File: src/rtl/led_ctrl_pkg.sv
// Constants shared by the LED regulator control plane.
// Assumes a single 100 MHz core clock and an analog front end outside the core.
// What this block does
// RL1: Feedback is the participating channel with the lowest voltage.
// RL2: Low-current channels on the alternate supply never serve as feedback.
// RL3: High-current channels take a 7-bit, 128-step code up to 25.25mA.
// RL4: Low-current channels take a 5-bit, 32-step code, 50uA to 5.0mA.
// RL5: Each high-current channel has up and down ramp timers, eight settings.
// RL6: Each low-current channel has up and down ramp timers, eight settings.
// RL7: Each low-current channel has blink on/off timers and a blink disable.
// RL8: Each of the five channels switches on or off independently.
// RL9: The device answers I2C write address 0x9A and read address 0x9B.
// RL10: Open/short, overvoltage, thermal, diode faults stay readable.
// RL11: Pulse-skip mode turns the switch on for 20ns, then off until needed.
// RL12: Level, on/off, ramp and blink timers follow host-written settings.
// RL13: Shutdown clears all state but synchronisers, bus shift register and read/write flag, and keeps converter and channels off.
// RL14: From standby the converter starts once any channel is enabled.
// RL15: A disabled channel is excluded from the feedback selection.
package led_ctrl_pkg;
	localparam int NUM_CHAN = 5;
	localparam int NUM_HC = 2;
	localparam int NUM_LC = 3;
	localparam int HC_LEVEL_W = 7;
	localparam int LC_LEVEL_W = 5;
	localparam int TIMER_SEL_W = 3;
	localparam int VOLT_W = 8;
	localparam int STATUS_W = 8;
	localparam int TICK_W = 24;
	localparam logic [7:0] I2C_ADDR_WRITE = 8'h9a;
	localparam logic [7:0] I2C_ADDR_READ = 8'h9b;
	localparam logic [3:0] I2C_BITS_PER_BYTE = 4'h8;
	localparam int STAT_OVP_POS = 5;
	localparam int STAT_THERMAL_POS = 6;
	localparam int STAT_DIODE_POS = 7;
	localparam logic [STATUS_W-1:0] STATUS_RESET = 8'h00;
	localparam int CLK_PERIOD_NS = 10;
	localparam int MIN_ON_NS = 20;
	localparam int MIN_ON_CYCLES =
		(MIN_ON_NS + CLK_PERIOD_NS - 1) / CLK_PERIOD_NS;
	localparam int RAMP_BASE_US = 10;
	localparam int RAMP_BASE_CYCLES = RAMP_BASE_US * 1000 / CLK_PERIOD_NS;
	localparam int BLINK_BASE_US = 1000;
	localparam int BLINK_BASE_CYCLES = BLINK_BASE_US * 1000 / CLK_PERIOD_NS;
	typedef enum logic [3:0] {
		I2C_IDLE = 4'b0001,
		I2C_ADDR = 4'b0010,
		I2C_ACK = 4'b0100,
		I2C_DATA = 4'b1000
	} i2c_state_type;
	typedef enum logic [1:0] {
		SKIP_IDLE = 2'b01,
		SKIP_ON = 2'b10
	} skip_state_type;
endpackage

File: src/rtl/channel_sequencer.sv
// One current channel: ramps the level code toward its target and blinks.
// Assumes tick bases from the top and a synchronous hold during shutdown.
`timescale 1ns/1ns
module channel_sequencer #(
	parameter int LEVEL_W = 5,
	parameter bit HAS_BLINK = 1'b0
) (
	input wire logic clk,
	input wire logic rst_n,
	input wire logic hold_in,
	input wire logic enable_in,
	input wire logic [LEVEL_W-1:0] target_in,
	input wire logic [led_ctrl_pkg::TIMER_SEL_W-1:0] ramp_up_sel_in,
	input wire logic [led_ctrl_pkg::TIMER_SEL_W-1:0] ramp_down_sel_in,
	input wire logic blink_enable_in,
	input wire logic [led_ctrl_pkg::TIMER_SEL_W-1:0] blink_on_sel_in,
	input wire logic [led_ctrl_pkg::TIMER_SEL_W-1:0] blink_off_sel_in,
	input wire logic [led_ctrl_pkg::TICK_W-1:0] ramp_base_in,
	input wire logic [led_ctrl_pkg::TICK_W-1:0] blink_base_in,
	output logic drive_on_out,
	output logic [LEVEL_W-1:0] level_out
);
	import led_ctrl_pkg::*;

	logic [TICK_W-1:0] ramp_cnt_ff;
	logic [TICK_W-1:0] nxt_ramp_cnt;
	logic [TICK_W-1:0] blink_cnt_ff;
	logic [TICK_W-1:0] nxt_blink_cnt;
	logic [LEVEL_W-1:0] level_ff;
	logic [LEVEL_W-1:0] nxt_level;
	logic blink_lit_ff;
	logic nxt_blink_lit;
	logic drive_ff;
	logic nxt_drive;
	wire blinking = HAS_BLINK && blink_enable_in;
	wire lit = !blinking || blink_lit_ff;
	wire [LEVEL_W-1:0] goal = (enable_in && lit) ? target_in : '0;
	wire rising = goal > level_ff;
	wire [TIMER_SEL_W-1:0] ramp_sel = rising ? ramp_up_sel_in
		: ramp_down_sel_in;
	wire [TIMER_SEL_W-1:0] blink_sel = blink_lit_ff ? blink_on_sel_in
		: blink_off_sel_in;
	wire [TICK_W-1:0] ramp_len = ramp_base_in << ramp_sel;
	wire [TICK_W-1:0] blink_len = blink_base_in << blink_sel;
	wire ramp_tick = ramp_cnt_ff >= ramp_len - 1'b1;
	wire blink_tick = blink_cnt_ff >= blink_len - 1'b1;

	// Ramp timer picks one of eight step intervals per direction; see RL5 RL6.
	assign nxt_ramp_cnt = (hold_in || goal == level_ff || ramp_tick) ? '0
		: ramp_cnt_ff + 1'b1;
	assign nxt_level = hold_in ? '0
		: (goal == level_ff || !ramp_tick) ? level_ff
		: rising ? level_ff + 1'b1 : level_ff - 1'b1;
	// Blink phases alternate only while blinking is enabled; see RL7.
	assign nxt_blink_cnt = (hold_in || !blinking || !enable_in || blink_tick)
		? '0 : blink_cnt_ff + 1'b1;
	assign nxt_blink_lit = (hold_in || !blinking || !enable_in) ? 1'b1
		: blink_tick ? !blink_lit_ff : blink_lit_ff;
	// A channel drives while enabled and in its lit phase; see RL8 RL12.
	assign nxt_drive = !hold_in && enable_in && lit;

	always_ff @(posedge clk or negedge rst_n)
	begin
		if (!rst_n)
		begin
			ramp_cnt_ff <= '0;
			blink_cnt_ff <= '0;
			level_ff <= '0;
			blink_lit_ff <= 1'b1;
			drive_ff <= 1'b0;
		end
		else
		begin
			ramp_cnt_ff <= nxt_ramp_cnt;
			blink_cnt_ff <= nxt_blink_cnt;
			level_ff <= nxt_level;
			blink_lit_ff <= nxt_blink_lit;
			drive_ff <= nxt_drive;
		end
	end

	assign level_out = level_ff;
	assign drive_on_out = drive_ff;
endmodule

File: src/rtl/led_regulator_control.sv
// Top of the LED regulator control plane: address recognition, channel
// sequencing, feedback selection, pulse-skip timing and fault status.
// Assumes channel voltages arrive as digital words on the core clock.
`timescale 1ns/1ns
module led_regulator_control #(
	parameter int RAMP_BASE = led_ctrl_pkg::RAMP_BASE_CYCLES,
	parameter int BLINK_BASE = led_ctrl_pkg::BLINK_BASE_CYCLES
) (
	input wire logic CORE_CLK_IN,
	input wire logic RST_N_IN,
	input wire logic SUPPLY_GOOD_IN,
	input wire logic SCL_IN,
	input wire logic SDA_IN,
	output logic SDA_OUT,
	output logic SDA_OE_OUT,
	output logic WRITE_SELECT_OUT,
	output logic READ_SELECT_OUT,
	input wire logic [led_ctrl_pkg::NUM_CHAN-1:0] CHAN_ENABLE_IN,
	input wire logic [led_ctrl_pkg::HC_LEVEL_W-1:0] HC_LEVEL_A_IN,
	input wire logic [led_ctrl_pkg::HC_LEVEL_W-1:0] HC_LEVEL_B_IN,
	input wire logic [led_ctrl_pkg::LC_LEVEL_W-1:0] LC_LEVEL_A_IN,
	input wire logic [led_ctrl_pkg::LC_LEVEL_W-1:0] LC_LEVEL_B_IN,
	input wire logic [led_ctrl_pkg::LC_LEVEL_W-1:0] LC_LEVEL_C_IN,
	input wire logic [3*led_ctrl_pkg::NUM_CHAN-1:0] RAMP_UP_SEL_IN,
	input wire logic [3*led_ctrl_pkg::NUM_CHAN-1:0] RAMP_DOWN_SEL_IN,
	input wire logic [led_ctrl_pkg::NUM_LC-1:0] BLINK_ENABLE_IN,
	input wire logic [3*led_ctrl_pkg::NUM_LC-1:0] BLINK_ON_SEL_IN,
	input wire logic [3*led_ctrl_pkg::NUM_LC-1:0] BLINK_OFF_SEL_IN,
	input wire logic [led_ctrl_pkg::NUM_LC-1:0] SUPPLY_SOURCE_SELECT_IN,
	input wire logic [led_ctrl_pkg::VOLT_W*led_ctrl_pkg::NUM_CHAN-1:0]
		CHAN_VOLTAGE_IN,
	input wire logic LIGHT_LOAD_IN,
	input wire logic PULSE_DEMAND_IN,
	input wire logic PWM_ON_IN,
	input wire logic [led_ctrl_pkg::NUM_CHAN-1:0] LED_FAULT_IN,
	input wire logic OVP_FAULT_IN,
	input wire logic THERMAL_FAULT_IN,
	input wire logic DIODE_FAULT_IN,
	input wire logic STATUS_CLEAR_IN,
	output logic [led_ctrl_pkg::STATUS_W-1:0] STATUS_OUT,
	output logic CONVERTER_ON_OUT,
	output logic SWITCH_ON_OUT,
	output logic [led_ctrl_pkg::NUM_CHAN-1:0] FEEDBACK_SEL_OUT,
	output logic [led_ctrl_pkg::NUM_CHAN-1:0] CHAN_DRIVE_OUT,
	output logic [led_ctrl_pkg::HC_LEVEL_W-1:0] HC_LEVEL_A_OUT,
	output logic [led_ctrl_pkg::HC_LEVEL_W-1:0] HC_LEVEL_B_OUT,
	output logic [led_ctrl_pkg::LC_LEVEL_W-1:0] LC_LEVEL_A_OUT,
	output logic [led_ctrl_pkg::LC_LEVEL_W-1:0] LC_LEVEL_B_OUT,
	output logic [led_ctrl_pkg::LC_LEVEL_W-1:0] LC_LEVEL_C_OUT
);
	import led_ctrl_pkg::*;

	// Picks the lowest voltage among participants; ties go to the lower index.
	function automatic logic [NUM_CHAN-1:0] lowest_of(
		input logic [NUM_CHAN-1:0] part,
		input logic [VOLT_W*NUM_CHAN-1:0] volts);
		logic [NUM_CHAN-1:0] sel;
		logic [VOLT_W-1:0] best;
		logic found;
		sel = '0;
		best = '1;
		found = 1'b0;
		for (int i = 0; i < NUM_CHAN; i++)
		begin
			if (part[i] && (!found || volts[i*VOLT_W +: VOLT_W] < best))
			begin
				best = volts[i*VOLT_W +: VOLT_W];
				sel = '0;
				sel[i] = 1'b1;
				found = 1'b1;
			end
		end
		return sel;
	endfunction

	// Pin-side inputs pass two flip-flops before any logic sees them.
	localparam int SYNC_W = 4 + NUM_CHAN + 3 + 1;
	logic [SYNC_W-1:0] sync1_ff;
	logic [SYNC_W-1:0] sync2_ff;
	logic scl_d_ff;
	logic sda_d_ff;
	wire [SYNC_W-1:0] pins = {SUPPLY_GOOD_IN, SCL_IN, SDA_IN, PULSE_DEMAND_IN,
		LED_FAULT_IN, OVP_FAULT_IN, THERMAL_FAULT_IN, DIODE_FAULT_IN,
		LIGHT_LOAD_IN};
	wire supply_good = sync2_ff[SYNC_W-1];
	wire scl = sync2_ff[SYNC_W-2];
	wire sda = sync2_ff[SYNC_W-3];
	wire demand = sync2_ff[SYNC_W-4];
	wire [NUM_CHAN-1:0] led_fault = sync2_ff[SYNC_W-5 -: NUM_CHAN];
	wire ovp_fault = sync2_ff[3];
	wire thermal_fault = sync2_ff[2];
	wire diode_fault = sync2_ff[1];
	wire light_load = sync2_ff[0];
	// Shutdown acts as a synchronous clear of all state but the synchronisers, bus shift register and read/write flag; see RL13.
	wire hold = !supply_good;

	always_ff @(posedge CORE_CLK_IN or negedge RST_N_IN)
	begin
		if (!RST_N_IN)
		begin
			sync1_ff <= {1'b0, 2'b11, {(SYNC_W-3){1'b0}}};
			sync2_ff <= {1'b0, 2'b11, {(SYNC_W-3){1'b0}}};
			scl_d_ff <= 1'b1;
			sda_d_ff <= 1'b1;
		end
		else
		begin
			sync1_ff <= pins;
			sync2_ff <= sync1_ff;
			scl_d_ff <= scl;
			sda_d_ff <= sda;
		end
	end

	// Address recognition on the serial bus.
	i2c_state_type i2c_state_ff;
	i2c_state_type nxt_i2c_state;
	logic [7:0] shift_ff;
	logic [7:0] nxt_shift;
	logic [3:0] bit_cnt_ff;
	logic [3:0] nxt_bit_cnt;
	logic wr_ff;
	logic nxt_wr;
	logic sda_oe_ff;
	wire scl_rise = scl && !scl_d_ff;
	wire scl_fall = !scl && scl_d_ff;
	wire bus_start = scl && scl_d_ff && sda_d_ff && !sda;
	wire bus_stop = scl && scl_d_ff && !sda_d_ff && sda;
	wire byte_done = scl_fall && bit_cnt_ff == I2C_BITS_PER_BYTE;
	wire addr_hit = shift_ff == I2C_ADDR_WRITE
		|| shift_ff == I2C_ADDR_READ; // see RL9
	wire selected = i2c_state_ff == I2C_ACK || i2c_state_ff == I2C_DATA;

	always_comb
	begin
		nxt_i2c_state = i2c_state_ff;
		nxt_shift = shift_ff;
		nxt_bit_cnt = bit_cnt_ff;
		nxt_wr = wr_ff;
		if (scl_rise)
		begin
			nxt_shift = {shift_ff[6:0], sda};
			nxt_bit_cnt = bit_cnt_ff + 4'h1;
		end
		unique case (i2c_state_ff)
			I2C_IDLE:
				nxt_bit_cnt = '0;
			I2C_ADDR:
				if (byte_done)
				begin
					nxt_i2c_state = addr_hit ? I2C_ACK : I2C_IDLE;
					nxt_wr = !shift_ff[0];
				end
			I2C_ACK:
				if (scl_fall)
				begin
					nxt_i2c_state = I2C_DATA;
					nxt_bit_cnt = '0;
				end
			I2C_DATA:
				// Written bytes are acknowledged; read data is not driven here.
				if (byte_done && wr_ff)
					nxt_i2c_state = I2C_ACK;
		endcase
		if (bus_start)
		begin
			nxt_i2c_state = I2C_ADDR;
			nxt_bit_cnt = '0;
		end
		else if (bus_stop || hold)
			nxt_i2c_state = I2C_IDLE;
	end

	always_ff @(posedge CORE_CLK_IN or negedge RST_N_IN)
	begin
		if (!RST_N_IN)
		begin
			i2c_state_ff <= I2C_IDLE;
			shift_ff <= '0;
			bit_cnt_ff <= '0;
			wr_ff <= 1'b0;
			sda_oe_ff <= 1'b0;
		end
		else
		begin
			i2c_state_ff <= nxt_i2c_state;
			shift_ff <= nxt_shift;
			bit_cnt_ff <= nxt_bit_cnt;
			wr_ff <= nxt_wr;
			sda_oe_ff <= nxt_i2c_state == I2C_ACK;
		end
	end

	assign SDA_OUT = 1'b0;
	assign SDA_OE_OUT = sda_oe_ff;
	assign WRITE_SELECT_OUT = selected && wr_ff;
	assign READ_SELECT_OUT = selected && !wr_ff;

	// Five channel sequencers; blink exists on the low-current ones only.
	wire [TICK_W-1:0] ramp_base = TICK_W'(RAMP_BASE);
	wire [TICK_W-1:0] blink_base = TICK_W'(BLINK_BASE);
	wire [HC_LEVEL_W*NUM_HC-1:0] hc_target = {HC_LEVEL_B_IN, HC_LEVEL_A_IN};
	wire [LC_LEVEL_W*NUM_LC-1:0] lc_target =
		{LC_LEVEL_C_IN, LC_LEVEL_B_IN, LC_LEVEL_A_IN};
	wire [HC_LEVEL_W*NUM_HC-1:0] hc_level;
	wire [LC_LEVEL_W*NUM_LC-1:0] lc_level;

	for (genvar h = 0; h < NUM_HC; h++)
	begin : g_hc
		channel_sequencer #(.LEVEL_W(HC_LEVEL_W), .HAS_BLINK(1'b0)) u_seq (
			.clk(CORE_CLK_IN),
			.rst_n(RST_N_IN),
			.hold_in(hold),
			.enable_in(CHAN_ENABLE_IN[h]),
			.target_in(hc_target[h*HC_LEVEL_W +: HC_LEVEL_W]), // see RL3
			.ramp_up_sel_in(RAMP_UP_SEL_IN[h*3 +: 3]),
			.ramp_down_sel_in(RAMP_DOWN_SEL_IN[h*3 +: 3]),
			.blink_enable_in(1'b0),
			.blink_on_sel_in(3'h0),
			.blink_off_sel_in(3'h0),
			.ramp_base_in(ramp_base),
			.blink_base_in(blink_base),
			.drive_on_out(CHAN_DRIVE_OUT[h]),
			.level_out(hc_level[h*HC_LEVEL_W +: HC_LEVEL_W])
		);
	end

	for (genvar l = 0; l < NUM_LC; l++)
	begin : g_lc
		channel_sequencer #(.LEVEL_W(LC_LEVEL_W), .HAS_BLINK(1'b1)) u_seq (
			.clk(CORE_CLK_IN),
			.rst_n(RST_N_IN),
			.hold_in(hold),
			.enable_in(CHAN_ENABLE_IN[NUM_HC+l]),
			.target_in(lc_target[l*LC_LEVEL_W +: LC_LEVEL_W]), // see RL4
			.ramp_up_sel_in(RAMP_UP_SEL_IN[(NUM_HC+l)*3 +: 3]),
			.ramp_down_sel_in(RAMP_DOWN_SEL_IN[(NUM_HC+l)*3 +: 3]),
			.blink_enable_in(BLINK_ENABLE_IN[l]),
			.blink_on_sel_in(BLINK_ON_SEL_IN[l*3 +: 3]),
			.blink_off_sel_in(BLINK_OFF_SEL_IN[l*3 +: 3]),
			.ramp_base_in(ramp_base),
			.blink_base_in(blink_base),
			.drive_on_out(CHAN_DRIVE_OUT[NUM_HC+l]),
			.level_out(lc_level[l*LC_LEVEL_W +: LC_LEVEL_W])
		);
	end

	assign HC_LEVEL_A_OUT = hc_level[0 +: HC_LEVEL_W];
	assign HC_LEVEL_B_OUT = hc_level[HC_LEVEL_W +: HC_LEVEL_W];
	assign LC_LEVEL_A_OUT = lc_level[0 +: LC_LEVEL_W];
	assign LC_LEVEL_B_OUT = lc_level[LC_LEVEL_W +: LC_LEVEL_W];
	assign LC_LEVEL_C_OUT = lc_level[2*LC_LEVEL_W +: LC_LEVEL_W];

	// Feedback candidates: enabled, and not on the alternate supply.
	wire [NUM_CHAN-1:0] alt_mask = {SUPPLY_SOURCE_SELECT_IN, 2'b00}; // see RL2
	wire [NUM_CHAN-1:0] participate = CHAN_ENABLE_IN & ~alt_mask; // see RL15
	wire any_enabled = |CHAN_ENABLE_IN;
	logic [NUM_CHAN-1:0] fb_sel_ff;
	logic conv_on_ff;
	logic [STATUS_W-1:0] status_ff;
	logic [STATUS_W-1:0] nxt_status;
	wire [STATUS_W-1:0] fault_now = {diode_fault, thermal_fault, ovp_fault,
		led_fault & CHAN_ENABLE_IN};
	// A fault present in the clearing cycle stays flagged; see RL10.
	assign nxt_status = hold ? STATUS_RESET
		: ((STATUS_CLEAR_IN ? STATUS_RESET : status_ff) | fault_now);

	always_ff @(posedge CORE_CLK_IN or negedge RST_N_IN)
	begin
		if (!RST_N_IN)
		begin
			fb_sel_ff <= '0;
			conv_on_ff <= 1'b0;
			status_ff <= STATUS_RESET;
		end
		else
		begin
			fb_sel_ff <= hold ? '0
				: lowest_of(participate, CHAN_VOLTAGE_IN); // see RL1
			conv_on_ff <= !hold && any_enabled; // see RL14 RL13
			status_ff <= nxt_status;
		end
	end

	assign FEEDBACK_SEL_OUT = fb_sel_ff;
	assign CONVERTER_ON_OUT = conv_on_ff;
	assign STATUS_OUT = status_ff;

	// Pulse skipping: a fixed minimum on-time, then off until demanded.
	skip_state_type skip_state_ff;
	skip_state_type nxt_skip_state;
	logic [1:0] on_cnt_ff;
	logic [1:0] nxt_on_cnt;
	logic switch_ff;
	wire on_done = on_cnt_ff == 2'(MIN_ON_CYCLES - 1);

	always_comb
	begin
		nxt_skip_state = skip_state_ff;
		nxt_on_cnt = '0;
		unique case (skip_state_ff)
			SKIP_IDLE:
				if (conv_on_ff && light_load && demand)
					nxt_skip_state = SKIP_ON;
			SKIP_ON:
			begin
				nxt_on_cnt = on_cnt_ff + 2'h1;
				if (on_done)
					nxt_skip_state = SKIP_IDLE; // see RL11
			end
		endcase
		if (hold)
			nxt_skip_state = SKIP_IDLE;
	end

	// The skip pulse can stretch a PWM pulse, never cut one short.
	always_ff @(posedge CORE_CLK_IN or negedge RST_N_IN)
	begin
		if (!RST_N_IN)
		begin
			skip_state_ff <= SKIP_IDLE;
			on_cnt_ff <= '0;
			switch_ff <= 1'b0;
		end
		else
		begin
			skip_state_ff <= nxt_skip_state;
			on_cnt_ff <= nxt_on_cnt;
			switch_ff <= conv_on_ff && !hold && (nxt_skip_state == SKIP_ON
				|| (!light_load && PWM_ON_IN));
		end
	end

	assign SWITCH_ON_OUT = switch_ff;
endmodule

File: config.mk
export PLATFORM = sky130hd
export DESIGN_NAME = led_regulator_control
export DESIGN_NICKNAME = d
export VERILOG_FILES = /design/src/rtl/led_ctrl_pkg.sv /design/src/rtl/channel_sequencer.sv /design/src/rtl/led_regulator_control.sv
export SDC_FILE = /design/constraint.sdc
export NUM_CORES = 1
export LEC_CHECK = 0
export BUFFER_PORTS_ARGS = -buffer_cell sky130_fd_sc_hd__buf_2
export CELL_PAD_IN_SITES_DETAIL_PLACEMENT = 1
export CELL_PAD_IN_SITES_GLOBAL_PLACEMENT = 1
export CORE_ASPECT_RATIO = 0.9
export CORE_MARGIN = 2
export CORE_UTILIZATION = 48
export CTS_BUF_LIST = sky130_fd_sc_hd__clkbuf_2 sky130_fd_sc_hd__clkbuf_4 sky130_fd_sc_hd__clkbuf_8
export CTS_CLUSTER_SIZE = 20
export DETAILED_ROUTE_END_ITERATION = 10
export PLACE_DENSITY = 0.88
export SLEW_MARGIN = 20
export SYNTH_ARGS = -nofsm -noshare
export SYNTH_HDL_FRONTEND = slang
export SYNTH_SLANG_ARGS = --single-unit
File: constraint.sdc
create_clock -name CORE_CLK_IN -period 7.2 [get_ports CORE_CLK_IN]
set_input_delay 1.08 -clock CORE_CLK_IN [delete_from_list [all_inputs] [get_ports CORE_CLK_IN]]
set_output_delay 1.08 -clock CORE_CLK_IN [all_outputs]
set_load 0.05 [all_outputs]
# After elaboration in Yosys (flattened, before gate mapping)
# Index checks and enable logic that the tools add are counted.
[totals]
regBits = 294
wordCells = 287
[op_classes]
add_sub_neg = 28
order_cmp = 17
n_eq_ne = 22
shifts = 8
mux = 74
bitwise = 4
reduce_logical = 98
[ops]
columns = ["op", "n"]
rows = [
  ["adder 24 x 1 -> 24 bit, second input constant", 8],
  [">= comparator 24 bit", 8],
  ["two-way mux 24 bit", 8],
  ["subtractor 24 x 1 -> 24 bit, second input constant", 8],
  ["<< shifter 10 x 3 -> 24 bit, first input constant", 5],
  ["<< shifter 17 x 3 -> 24 bit, first input constant", 3],
  ["two-way mux 5 bit", 14],
  ["two-way mux 7 bit", 8],
  ["two-way mux 8 bit", 6],
  ["two-way mux 4 bit", 9],
  ["logical OR 1 bit", 35],
  ["logical AND 1 bit", 32],
  ["less-than comparator 8 bit", 4],
  ["two-way mux 3 bit", 10],
  ["logical NOT 1 bit", 26],
  ["== test 8 bit, second input constant", 2],
  ["adder 5 x 1 -> 5 bit, second input constant", 3],
  ["== test 5 bit", 3],
  ["> comparator 5 bit", 3],
  ["subtractor 5 x 1 -> 5 bit, second input constant", 3],
  ["adder 7 x 1 -> 7 bit, second input constant", 2],
  ["== test 7 bit", 2],
  ["> comparator 7 bit", 2],
  ["subtractor 7 x 1 -> 7 bit, second input constant", 2],
  ["other kinds (20)", 45],
]

# Logic depth before layout (Yosys ltp)
# Gate-level depths: netlist of run 1.
[depth]
word_depth = 20
depth_mapped = 37
depth_no_buf = 35

# Modules after synthesis
# From an unflattened synthesis of run 1, not the netlist that was laid out.
[hier_totals]
cells_unflattened = 3859
area_unflattened_um2 = 32448.6
[by_module_without_submodules]
columns = ["mod", "n_inst", "cells_each", "area_each_um2"]
rows = [
  ["channel_sequencer at g_lc[0].u_seq ...", 2, 889, 7188.1],
  ["channel_sequencer at g_hc[0].u_seq ...", 2, 433, 3773.6],
  ["channel_sequencer at g_lc[2].u_seq", 1, 856, 6955.4],
  ["led_regulator_control", 1, 359, 3569.7],
]

# Worst setup path before layout of run 1
# No wires, ideal clock.
[synth_timing]
path_type = "in2reg"
startpoint = "input CHAN_ENABLE_IN[0] in the netlist's numbering"
endpoint = "register fb_sel_ff[0], in the netlist FEEDBACK_SEL_OUT[0]"
arrival_time_ns = 7.313
setup_slack_ns = -0.247
stages = 35
path_cell_list = "buf_2 -> nor2b_1 -> ha_1 -> nand4_1 -> nor4b_2 -> o21a_2 -> clkbuf_1 -> nor2_1 -> a21oi_1 -> inv_1 -> ha_1 -> a21o_1 -> a21o_1 -> a21oi_1 -> a21oi_1 -> nand2_1 -> o211ai_4 -> a21oi_4 -> mux2i_1 -> ha_1 -> nand4_1 -> a21oi_1 -> a211oi_1 -> o21ai_0 -> a21boi_4 -> mux2_4 -> ha_1 -> a21o_1 -> a21o_1 -> a21oi_1 -> nor2_1 -> nor3b_1 -> nor2b_1 -> a31oi_2 -> nor3_1"
[synth_via]
elab_chain_len = 19
[synth_lines]
columns = ["element", "line_no", "source"]
rows = [
  ["from (decl)", "led_regulator_control.sv:18", "input wire logic [led_ctrl_pkg::NUM_CHAN-1:0] CHAN_ENABLE_IN,"],
  ["AND 5 bit *", "led_regulator_control.sv:256", "wire [NUM_CHAN-1:0] participate = CHAN_ENABLE_IN & ~alt_mask;"],
  ["two-way mux 8 bit / two-way mux 1 bit (equally long branches)", "led_regulator_control.sv:65", "if (part[i] && (!found || volts[i*VOLT_W +: VOLT_W] < best))"],
  ["less-than comparator 8 bit / logical NOT 1 bit (equally long branches)", "led_regulator_control.sv:65", ""],
  ["logical OR 1 bit", "led_regulator_control.sv:65", ""],
  ["logical AND 1 bit", "led_regulator_control.sv:65", ""],
  ["two-way mux 8 bit / two-way mux 1 bit (equally long branches)", "led_regulator_control.sv:65", ""],
  ["less-than comparator 8 bit / logical NOT 1 bit (equally long branches)", "led_regulator_control.sv:65", ""],
  ["logical OR 1 bit", "led_regulator_control.sv:65", ""],
  ["(+3 left out)", "--", ""],
  ["logical OR 1 bit", "led_regulator_control.sv:65", ""],
  ["logical AND 1 bit", "led_regulator_control.sv:65", ""],
  ["two-way mux 8 bit / two-way mux 1 bit (equally long branches)", "led_regulator_control.sv:65", ""],
  ["less-than comparator 8 bit / logical NOT 1 bit (equally long branches)", "led_regulator_control.sv:65", ""],
  ["logical OR 1 bit", "led_regulator_control.sv:65", ""],
  ["logical AND 1 bit", "led_regulator_control.sv:65", ""],
  ["two-way mux 5 bit *", "led_regulator_control.sv:65", ""],
  ["two-way mux 5 bit *", "led_regulator_control.sv:278", "fb_sel_ff <= hold ? '0"],
  ["to (signal assigned)", "led_regulator_control.sv:278", ""],
  ["to (decl)", "led_regulator_control.sv:258", "logic [NUM_CHAN-1:0] fb_sel_ff;"],
]
# Mark *: on every way between the ends. The rest lies on a longest branch, timed or not.
# A chain may end at the register's enable or synchronous reset.

# Final worst setup path of run 1
[layout_timing]
startpoint = "input CHAN_ENABLE_IN[0] in the netlist's numbering"
endpoint = "register fb_sel_ff[2], in the netlist FEEDBACK_SEL_OUT[2]"
# Same word-level chain as after synthesis.

==> metrics.yaml, run 1 <==
kind_of_critical_path: "in -> reg"
avgRoutedWirePerCell_um: 18.86
grt_start_max_net_pins: 152
critPathSlowestCell: "nor4b_2"
postSynthCellCount: 2050
ys_async_sr_fraction_pct: 100.0
slew_viol_final: 0
cts_made_buffers: 53
postRouteAntennaNets: 0
total_global_routing_overflow: 0
placement.setup.worst_slack_ns: -0.4194
vias_in_the_first_global_route: 18070
timing.critical_path.required_ns: 7.73
average_size_of_a_mapped_cell_um2: 9.462
timing.hold.worst.class: "reg -> reg"
yosys_warnings: 0
wire_length_of_the_first_global_routing_pass_mm: 89.80
netlist_area_um2: 19400
clk_pin_slew_worst_paths_ns: 0.06
slowest_delay_ns: 0.35
end_kind: "flop"
p_total_mw: 5.854
timing.critical_path.max_delay_family: "compound AO/OA/AOI/OAI gates"
die_height_um: 194.7
outcome: "complete, no violations"
tightestPinTransition_ns: 0.9476
drv.max_cap_violation_count: 0
critPathMaxFanout: 6
synthToLayoutAreaGrowth_pct: 17.46
count_of_placed_standard_cells_in_the_final_layout_fillers_left_out: 2919
main_flop_type_after_synthesis: "dfrtp_1"
synthMostInstantiatedCell: "dfrtp_1"
finalCritPeriodShare_pct: 97.18
track_usage_pct: 26.11
fmax_ghz: 0.1429
floorplan.die.width_um: 215.9
cts_root_buf: "clkbuf_8"
setup.reg_to_reg.worst_slack_ns: 0.80
gpl.final_weighted_congestion: 0.9464
dr.pass1.iters: 5
leak_pwr_nw: 11.57
critPathLaunchType: "input pin"
clock_path_buffers: 3
detailed_place_hpwl_mm: 40.40
cp.buffers_inverters: 4
post_drt_via_cell_ratio: 5.581
pwr_density_nw_per_um2: 256.9
core_um2: 39630
final_layout_size_suffix_gt1_share_pct: 17.99
top_level_ports: 198
routed_wl_mm: 55.06
nets: 2740
synth.yosys.seq_area_share_pct: 38.00
hold_violations: 0
placement_rows: 69
placed_cells_incl_taps: 2820
fin_ws_ns: 0.2027
synth_top_area_cell: "dfrtp_1"
detailedRoute.firstIterationViolations: 649
synth.area.top_cells: "dfrtp_1, ha_1, nor2_1"
drcViolationCount: 0
synth_seq_cells: 294
synthTopCellsByCount: "dfrtp_1, nor2_1, ha_1, nand2_1, inv_1"
finClkSkew_ns: 0.04195
critPathArrivalTime_ns: 7.53
crit_path_frequent_cell: "nor2_1"
finalSetupViolations: 0
period_needed_ns: 6.997
clock_tree.htree_level_count: 2
synth_top_cell_area_share_pct: 36.51
detailroute.via_count: 16290
vdd_ir_drop_max_mv: 0.2565
initial_antenna_violation_count: 5
relSlewSlack_pct: 36.83
floorplan.initialDensity_pct: 48.95
synth_edf_count: 0
die-area_um2: 42030
port_buffers: 196
netlist-cell-type-count: 78
worst_skew_pair.late_latency_ns: 0.65
totalNegativeSetupSlack_ns: 0
cts.sink_count: 294
clock_tree_from_tritoncts: "done"
## timing repair
action	CTS	global route
setup endpoints to repair	0	5
buffers inserted	0	3
gates resized for setup	0	28
hold buffers	0	0
## cell families after synthesis
kind of cell             count (synthesis)  synth area share (%)
AO/OA/AOI/OAI                          298                 10.39
XOR/XNOR                               189                 8.534
adder cells (fa/ha/maj)                250                 16.31
buffers and inverters                  161                 3.258
flip-flops                             294                 38.00
multiplexers                            67                 3.812
other                                    2               0.03872
AND/OR/NAND/NOR                        789                 19.65
## through the flow
| step | hold WS [ns] | area [µm²] | util [%] |
|---|---|---|---|
| finish | 0.3437 | 22780 | 57.49 |
| global route | 0.3588 | 22780 | 57.48 |
| CTS | 0.3443 | 22590 | 57.00 |
| detailed placement | 0.3372 | 21420 | 54.06 |
| global placement | 0.3333 | 21420 | 54.06 |
| floorplan | 0.3312 | 19540 | - |
## flip-flops by register name, summed over array words and instances (netlist names), 5 cells and up
register	flops
g_hc.u_seq.ramp_cnt_ff	48
STATUS_OUT	8
g_lc.u_seq.ramp_cnt_ff	72
sync1_ff	13
FEEDBACK_SEL_OUT	5
g_lc.u_seq.blink_cnt_ff	72
sync2_ff	13
g_lc.u_seq.level_out	15
g_hc.u_seq.level_out	14
shift_ff	8
## report_power, final
part           switching [mW]  leakage, nW  internal, mW  total [mW]
Sequential             0.0914         3.90          1.76        1.85
Combinational            1.37         7.05         0.911        2.28
Clock                   0.733        0.623         0.992        1.72
Total                    2.20         11.6          3.66        5.85
## final timing paths
kind | to | start | depth (start not counted)
min in group asynchronous | g_lc[2].u_seq.ramp_cnt_ff[5] | RST_N_IN | 1
worst max-delay path | FEEDBACK_SEL_OUT[2] | CHAN_ENABLE_IN[0] | 34
worst max register to register | g_lc[1].u_seq.ramp_cnt_ff[8] | g_lc[1].u_seq.blink_lit_ff | 27
worst min-delay path | sync2_ff[6] | sync1_ff[6] | 0
max in group asynchronous | sync2_ff[12] | RST_N_IN | 2
worst min register to register | sync2_ff[6] | sync1_ff[6] | 0
## area by class of cell
cell class | instances | area [µm²]
fillers | 4565 | 16840
multi-input cells | 1624 | 11680
flip-flops and latches | 294 | 7372
repair buffers | 254 | 1450
clock buffers | 81 | 1040
well taps | 532 | 665.6
inverters | 119 | 446.7
clock inverters | 12 | 122.6
diodes | 3 | 7.507
## layout by cell type, fill, tap and decap left out, types with 8 or more instances in the layout
| master | instances |
|---|---|
| and3_1 | 42 |
| nor2b_1 | 24 |
| clkbuf_8 | 69 |
| mux2_2 | 17 |
| o21a_1 | 17 |
| inv_1 | 119 |
| clkinv_2 | 8 |
| buf_2 | 195 |
| conb_1 | 31 |
| and4_1 | 21 |
| dfstp_2 | 11 |
| o211ai_1 | 10 |
| dfrtp_1 | 282 |
| nand2_1 | 176 |
| xnor2_1 | 79 |
| nor3_1 | 17 |
| a21oi_1 | 68 |
| nand2b_1 | 23 |
| nand3_1 | 91 |
| buf_4 | 54 |
| clkbuf_4 | 12 |
| a211oi_1 | 10 |
| nand4_1 | 38 |
| ha_1 | 239 |
| and2_1 | 43 |
| a21o_1 | 76 |
| o21ai_0 | 41 |
| xor2_1 | 110 |
| mux2i_1 | 37 |
| nor2_1 | 266 |
## per-layer routing
metal	wire length [µm]	share of wire, %	up-vias	GRT usage, %
met4	2070	3.8	4	11.04
met2	27270	50	334	46.16
met1	23210	42	8123	31.04
met5	33	0.060	-	0
met3	2474	4.5	149	4.945
li1	-	-	7680	-
Power figures use the tool's default switching activity.
==> run 2, diff against run 1 <==
--- a/config.mk
+++ b/config.mk
@@ -14,6 +14,7 @@
 export CTS_BUF_LIST = sky130_fd_sc_hd__clkbuf_2 sky130_fd_sc_hd__clkbuf_4 sky130_fd_sc_hd__clkbuf_8
 export CTS_CLUSTER_SIZE = 20
 export DETAILED_ROUTE_END_ITERATION = 10
+export MAX_ROUTING_LAYER = met4
 export PLACE_DENSITY = 0.88
 export SLEW_MARGIN = 20
 export SYNTH_ARGS = -nofsm -noshare
==> metrics.yaml, run 2 (same netlist as run 1, synthesis figures left out) <==
outcome: "complete, no violations"
setup_repair_after_global_routing_missed_its_margin: "true"
nets: 2746  # +0.22%
finalCritPeriodShare_pct: 95.22  # -2.0 points
cts_root_buf: "clkbuf_8"
reg.largest.list: "g_lc.u_seq.blink_cnt_ff (72), g_lc.u_seq.ramp_cnt_ff (72), g_hc.u_seq.ramp_cnt_ff (48)"
dr.pass1.iters: 4  # -1
routed_wl_mm: 54.66  # -0.73%
crit_path_frequent_cell: "a21o_1"
vias_in_the_first_global_route: 17950  # -0.63%
timing.critical_path.required_ns: 7.75  # +0.02 ns
placement_rows: 69  # unchanged
floorplan.initialDensity_pct: 48.95  # unchanged
leak_pwr_nw: 11.63  # +0.52%
placement.setup.worst_slack_ns: -0.4662  # -0.04678 ns
tightestPinTransition_ns: 0.9258  # -0.02172 ns
drcViolationCount: 0  # unchanged
top_level_ports: 198  # unchanged
synthToLayoutAreaGrowth_pct: 17.84
reg2reg_end: "g_lc[0].u_seq.ramp_cnt_ff[16]"
worst_skew_pair.late_latency_ns: 0.67  # +0.02 ns
post_drt_via_cell_ratio: 5.486  # -1.7%
die-area_um2: 42030  # unchanged
slowest_delay_ns: 0.36  # about the same
postRouteAntennaNets: 0  # unchanged
clock_path_buffers: 3  # unchanged
die_height_um: 194.7  # unchanged
timing.critical_path.to: "FEEDBACK_SEL_OUT[0]"
finClkSkew_ns: 0.04798  # +0.006032 ns
initial_antenna_violation_count: 4  # -1
timing.reg2reg.worst_path_depth: 26  # -3.7%
period_needed_ns: 6.856  # -0.1417 ns
gpl.final_weighted_congestion: 0.9639  # +1.8%
relSlewSlack_pct: 38.28  # +1.4 points
filler_cell_count: 4590  # +0.55%
hold_violations: 0  # unchanged
total_global_routing_overflow: 0  # unchanged
cts.sink_count: 294  # unchanged
vdd_ir_drop_max_mv: 0.2329  # -9.2%
cts_made_buffers: 54  # +1.9%
core_um2: 39630  # unchanged
clock_tree.htree_level_count: 2  # unchanged
fin_ws_ns: 0.3444  # +0.1417 ns
most-common-layout-cells: "dfrtp_1, nor2_1, ha_1, buf_2, nand2_1"
detailedRoute.firstIterationViolations: 777  # +20%
detailed_place_hpwl_mm: 40.35  # -0.11%
wire_length_of_the_first_global_routing_pass_mm: 90.88  # +1.2%
grt_start_max_net_pins: 113  # -26%
crit_path_start: "CHAN_ENABLE_IN[0]"
kind_of_critical_path: "in -> reg"
drv.max_cap_violation_count: 0  # unchanged
finalSetupViolations: 0  # unchanged
critPathLaunchType: "input pin"
timing.hold.worst.class: "reg -> reg"
fmax_ghz: 0.1459  # +2.1%
critPathArrivalTime_ns: 7.40  # -0.13 ns
clock_tree_from_tritoncts: "done"
critPathMaxFanout: 7  # +1
setup.reg_to_reg.worst_slack_ns: 0.88  # +0.08 ns
final.hold.worst_slack_ns: 0.3472  # +0.003458 ns
final_layout_size_suffix_gt1_share_pct: 18.30  # +0.31 points
layout_commonest_cell: "dfrtp_1"
port_buffers: 196  # unchanged
critPathSlowestCell: "nor4b_4"
cts-hold-fix-buffers: 0  # unchanged
pwr_density_nw_per_um2: 260.4  # +1.3%
end_kind: "flop"
slew_viol_final: 0  # unchanged
avgRoutedWirePerCell_um: 18.67  # -1.0%
track_usage_pct: 27.25  # +1.1 points
detailroute.via_count: 16060  # -1.4%
clk_pin_slew_worst_paths_ns: 0.07  # about the same
floorplan.die.width_um: 215.9  # unchanged
worst_r2r_startpoint: "g_lc[0].u_seq.blink_lit_ff"
==> run 2: cell count changes in the layout (fill, tap and decap cells not counted), sizes merged <==
cell / before / now
buf: 254 / 259
bufinv: 2 / 4
clkbuf: 81 / 80
clkinv: 8 / 10
clkinvlp: 0 / 2
inv: 121 / 120
==> run 2: per-stage QoR <==
stage               utilization (%)  power (mW)  cells  area, µm²  setup TNS (ns)
floorplan                         -       3.445   2079      19540               0
global placement              54.07       3.928   2822      21430         -0.4525
detailed placement            54.07       4.100   2822      21430          -2.098
CTS                           57.17       5.982   2919      22650               0
global route                  57.68       6.342   2928      22860         -0.2144
finish                        57.68       5.952   2928      22860               0
==> run 2: worst min path at each step <==
stage                      from           to  slack (ns)  cells past startpoint
finish              sync1_ff[4]  sync2_ff[4]        0.35                      0
global route        sync1_ff[5]  sync2_ff[5]        0.36                      0
CTS                 sync1_ff[4]  sync2_ff[4]        0.35                      0
detailed placement  sync1_ff[4]  sync2_ff[4]        0.34                      0
global placement    sync1_ff[1]  sync2_ff[1]        0.33                      0
floorplan           sync1_ff[0]  sync2_ff[0]        0.33                      0
==> run 2: layer usage <==
| metal | vias to the layer above | GRT usage [%] | share of wire [%] | routed length, µm |
|---|---|---|---|---|
| met5 | - | - | 0 | 0 |
| li1 | 7660 | - | - | - |
| met4 | 0 | 11.39 | 3.5 | 1935 |
| met2 | 300 | 46.21 | 49 | 26870 |
| met1 | 7966 | 31.79 | 42 | 23100 |
| met3 | 136 | 5.070 | 5.0 | 2745 |
==> run 2: power by group <==
| group | internal, mW | switching (mW) |
|---|---|---|
| clock | 1.05 | 0.768 |
| combinational | 0.915 | 1.36 |
| sequential | 1.76 | 0.0969 |
| total | 3.72 | 2.23 |
==> run 2: area by class of cell <==
class / count / area, µm² / area share, %
inverters: 119 / 446.7 / 1.954
clock inverters: 17 / 207.7 / 0.9087
well taps: 532 / 665.6 / 2.912
clock buffers: 80 / 1020 / 4.462
diodes: 3 / 7.507 / 0.03285
flip-flops and latches: 294 / 7372 / 32.25
repair buffers: 259 / 1488 / 6.509
multi-input cells: 1624 / 11650 / 50.97
==> run 2: what timing repair did <==
action	4_1_cts	5_1_grt
setup buffers	0	5
endpoints found under the hold margin	0	0
setup endpoints to repair	0	5
resized for setup	0	26
==> run 2: critical path: cells and delay by family <==
| kind | cells | cell delay (ns) |
|---|---|---|
| AO/OA/AOI/OAI | 15 | 2.73 |
| adder cells (fa/ha/maj) | 4 | 1.02 |
| buffers and inverters | 4 | 0.51 |
| multiplexers | 2 | 0.57 |
| AND/OR/NAND/NOR | 9 | 1.49 |
==> run 3, diff against run 2 <==
--- a/config.mk
+++ b/config.mk
@@ -9,7 +9,6 @@
 export CELL_PAD_IN_SITES_DETAIL_PLACEMENT = 1
 export CELL_PAD_IN_SITES_GLOBAL_PLACEMENT = 1
 export CORE_ASPECT_RATIO = 0.9
-export CORE_MARGIN = 2
 export CORE_UTILIZATION = 48
 export CTS_BUF_LIST = sky130_fd_sc_hd__clkbuf_2 sky130_fd_sc_hd__clkbuf_4 sky130_fd_sc_hd__clkbuf_8
 export CTS_CLUSTER_SIZE = 20
@@ -20,3 +19,4 @@
 export SYNTH_ARGS = -nofsm -noshare
 export SYNTH_HDL_FRONTEND = slang
 export SYNTH_SLANG_ARGS = --single-unit
+export TNS_END_PERCENT = 10
==> constraint.sdc (replaced) <==
create_clock -name CORE_CLK_IN -period 6.6 [get_ports CORE_CLK_IN]
set_input_delay 0.99 -clock CORE_CLK_IN [delete_from_list [all_inputs] [get_ports CORE_CLK_IN]]
set_output_delay 0.99 -clock CORE_CLK_IN [all_outputs]
set_load 0.05 [all_outputs]
==> metrics.yaml, run 3 (same netlist as run 1, synthesis figures left out) <==
p_total_mw: 6.379  # +7.2%
clock_path_buffers: 3  # unchanged
port_buffers: 196  # unchanged
detailroute.via_count: 16520  # +2.9%
critPathMaxFanout: 7  # unchanged
design_area_um2: 23160  # +1.3%
vias_in_the_first_global_route: 18120  # +0.95%
final.hold.worst_slack_ns: 0.3282  # -0.01900 ns
cp.buffers_inverters: 6  # +2
hold_violations: 0  # unchanged
postLayoutCoreUtil_pct: 58.45  # +0.77 points
grt_busiest_layer: "met2"
clock_tree_from_tritoncts: "done"
dr.pass1.iters: 5  # +1
relSlewSlack_pct: 42.24  # +4.0 points
timing.hold.worst.class: "in -> async"
clock_tree.htree_level_count: 2  # unchanged
cts_root_buf: "clkbuf_8"
post_drt_via_cell_ratio: 5.601  # +2.1%
crit_path_frequent_cell: "a21oi_2"
clk_pin_slew_worst_paths_ns: 0.06  # about the same
reg.largest.list: "g_lc.u_seq.blink_cnt_ff (72), g_lc.u_seq.ramp_cnt_ff (72), g_hc.u_seq.ramp_cnt_ff (48)"
place_area_um2: 21630  # +0.98%
fin_ws_ns: -0.8806  # -1.225 ns
timing.critical_path.required_ns: 7.11  # -0.64 ns
filler_cell_count: 4571  # -0.41%
postRouteAntennaNets: 0  # unchanged
critPathArrivalTime_ns: 7.99  # +0.59 ns
wire_length_of_the_first_global_routing_pass_mm: 90.41  # -0.52%
layout_commonest_cell: "dfrtp_1"
placement.setup.worst_slack_ns: -1.010  # -0.5440 ns
die_height_um: 192.7  # -1.0%
routed_wl_mm: 57.90  # +5.9%
initial_antenna_violation_count: 5  # +1
kind_of_critical_path: "in -> reg"
outcome: "finished, violations left"
nets: 2772  # +0.95%
slowest_delay_ns: 0.35  # about the same
detailed_place_hpwl_mm: 40.19  # -0.41%
worst_skew_pair.late_latency_ns: 0.64  # -0.03 ns
end_kind: "flop"
die-area_um2: 41220  # -1.9%
cts_made_buffers: 52  # -3.7%
met3_usage_pct: 5.338  # +0.27 points
detailedRoute.firstIterationViolations: 797  # +2.6%
synthToLayoutAreaGrowth_pct: 19.42
floorplan.initialDensity_pct: 48.95  # unchanged
pwr_density_nw_per_um2: 275.4  # +5.8%
tightestPinTransition_ns: 0.8424  # -0.08349 ns
final_layout_size_suffix_gt1_share_pct: 19.84  # +1.5 points
grt_start_max_net_pins: 156  # +38%
finClkSkew_ns: 0.02857  # -0.01941 ns
leak_pwr_nw: 11.74  # +0.91%
total_global_routing_overflow: 0  # unchanged
track_usage_pct: 28.27  # +1.0 points
period_needed_ns: 7.481
finalSetupViolations: 5  # +5
gpl.final_weighted_congestion: 0.9210  # -4.5%
core_um2: 39630  # unchanged
setup_repair_after_global_routing_missed_its_margin: "true"
vdd_ir_drop_max_mv: 0.2852  # +22%
avgRoutedWirePerCell_um: 19.63  # +5.1%
fmax_ghz: 0.1337
most-common-layout-cells: "dfrtp_1, nor2_1, ha_1, buf_2, nand2_1"
critPathLaunchType: "input pin"
placement_rows: 69  # unchanged
grtUsageMet2_pct: 48.99  # +2.8 points
violated_checks: "negative setup slack"
drcViolationCount: 0  # unchanged
floorplan.die.width_um: 213.9  # -0.93%
timing.critical_path.max_delay_family: "compound AO/OA/AOI/OAI gates"
top_level_ports: 198  # unchanged
finalCritPeriodShare_pct: 113.3
critPathSlowestCell: "nor4b_4"
cts-hold-fix-buffers: 0  # unchanged
drv.max_cap_violation_count: 0  # unchanged
cts.sink_count: 294  # unchanged
grt.met1_usage_pct: 31.79  # about the same
slew_viol_final: 0  # unchanged
-- run 3: cell types whose count changed in the layout (fill, tap and decap cells not counted), sizes merged --
cell      previous run  this run
buf                259       287
bufinv               4         1
clkbuf              80        78
clkinvlp             2         0
diode                3         4
-- run 3: power breakdown --
group,total [mW],internal (mW),switching [mW]
clock network,1.80,1.01,0.794
registers,2.01,1.91,0.0990
logic,2.56,1.04,1.52
-- run 3: what timing repair did --
item	in CTS	in global routing
pin swaps	18	22
gates resized for setup	18	27
buffers inserted	11	12
endpoints found under the setup margin	8	46
gates cloned	0	0
-- run 3: metal layers --
layer	wire, µm	vias to the layer above
li1	-	7722
met1	23320	8180
met2	29290	423
met3	2701	198
met4	2584	0
met5	0	-
-- run 3: final cells by class --
cell class	count	area, µm²	share of cell area, %
Multi-Input combinational cell	1624	11830	51.07
Inverter	119	446.7	1.928
Clock inverter	12	88.84	0.3835
Antenna cell	4	10.01	0.04322
Sequential cell	294	7372	31.83
Timing Repair Buffer	287	1745	7.536
Clock buffer	78	1005	4.338
Tap cell	532	665.6	2.874
-- run 3: path summary, 6_finish.rpt --
| path | start | endpoint | slack [ns] | cells past startpoint |
|---|---|---|---|---|
| worst max-delay path | CHAN_ENABLE_IN[0] | FEEDBACK_SEL_OUT[1] | -0.88 | 36 |
| worst min register to register | sync1_ff[1] | sync2_ff[1] | 0.33 | 0 |
| worst min-delay path | RST_N_IN | g_lc[2].u_seq.blink_cnt_ff[20] | 0.33 | 1 |
| min in group CORE_CLK_IN | sync1_ff[1] | sync2_ff[1] | 0.33 | 0 |
| max in group asynchronous | RST_N_IN | g_lc[0].u_seq.blink_cnt_ff[4] | 4.90 | 2 |
| worst max register to register | g_lc[1].u_seq.blink_lit_ff | g_lc[1].u_seq.ramp_cnt_ff[10] | 0.41 | 26 |
-- run 3: stage by stage --
step,setup TNS [ns],cells
CTS,-0.4622,2934
finish,-4.307,2950
global route,-4.596,2950
detailed placement,-10.51,2833
global placement,-1.913,2833
floorplan,-1.403,2079
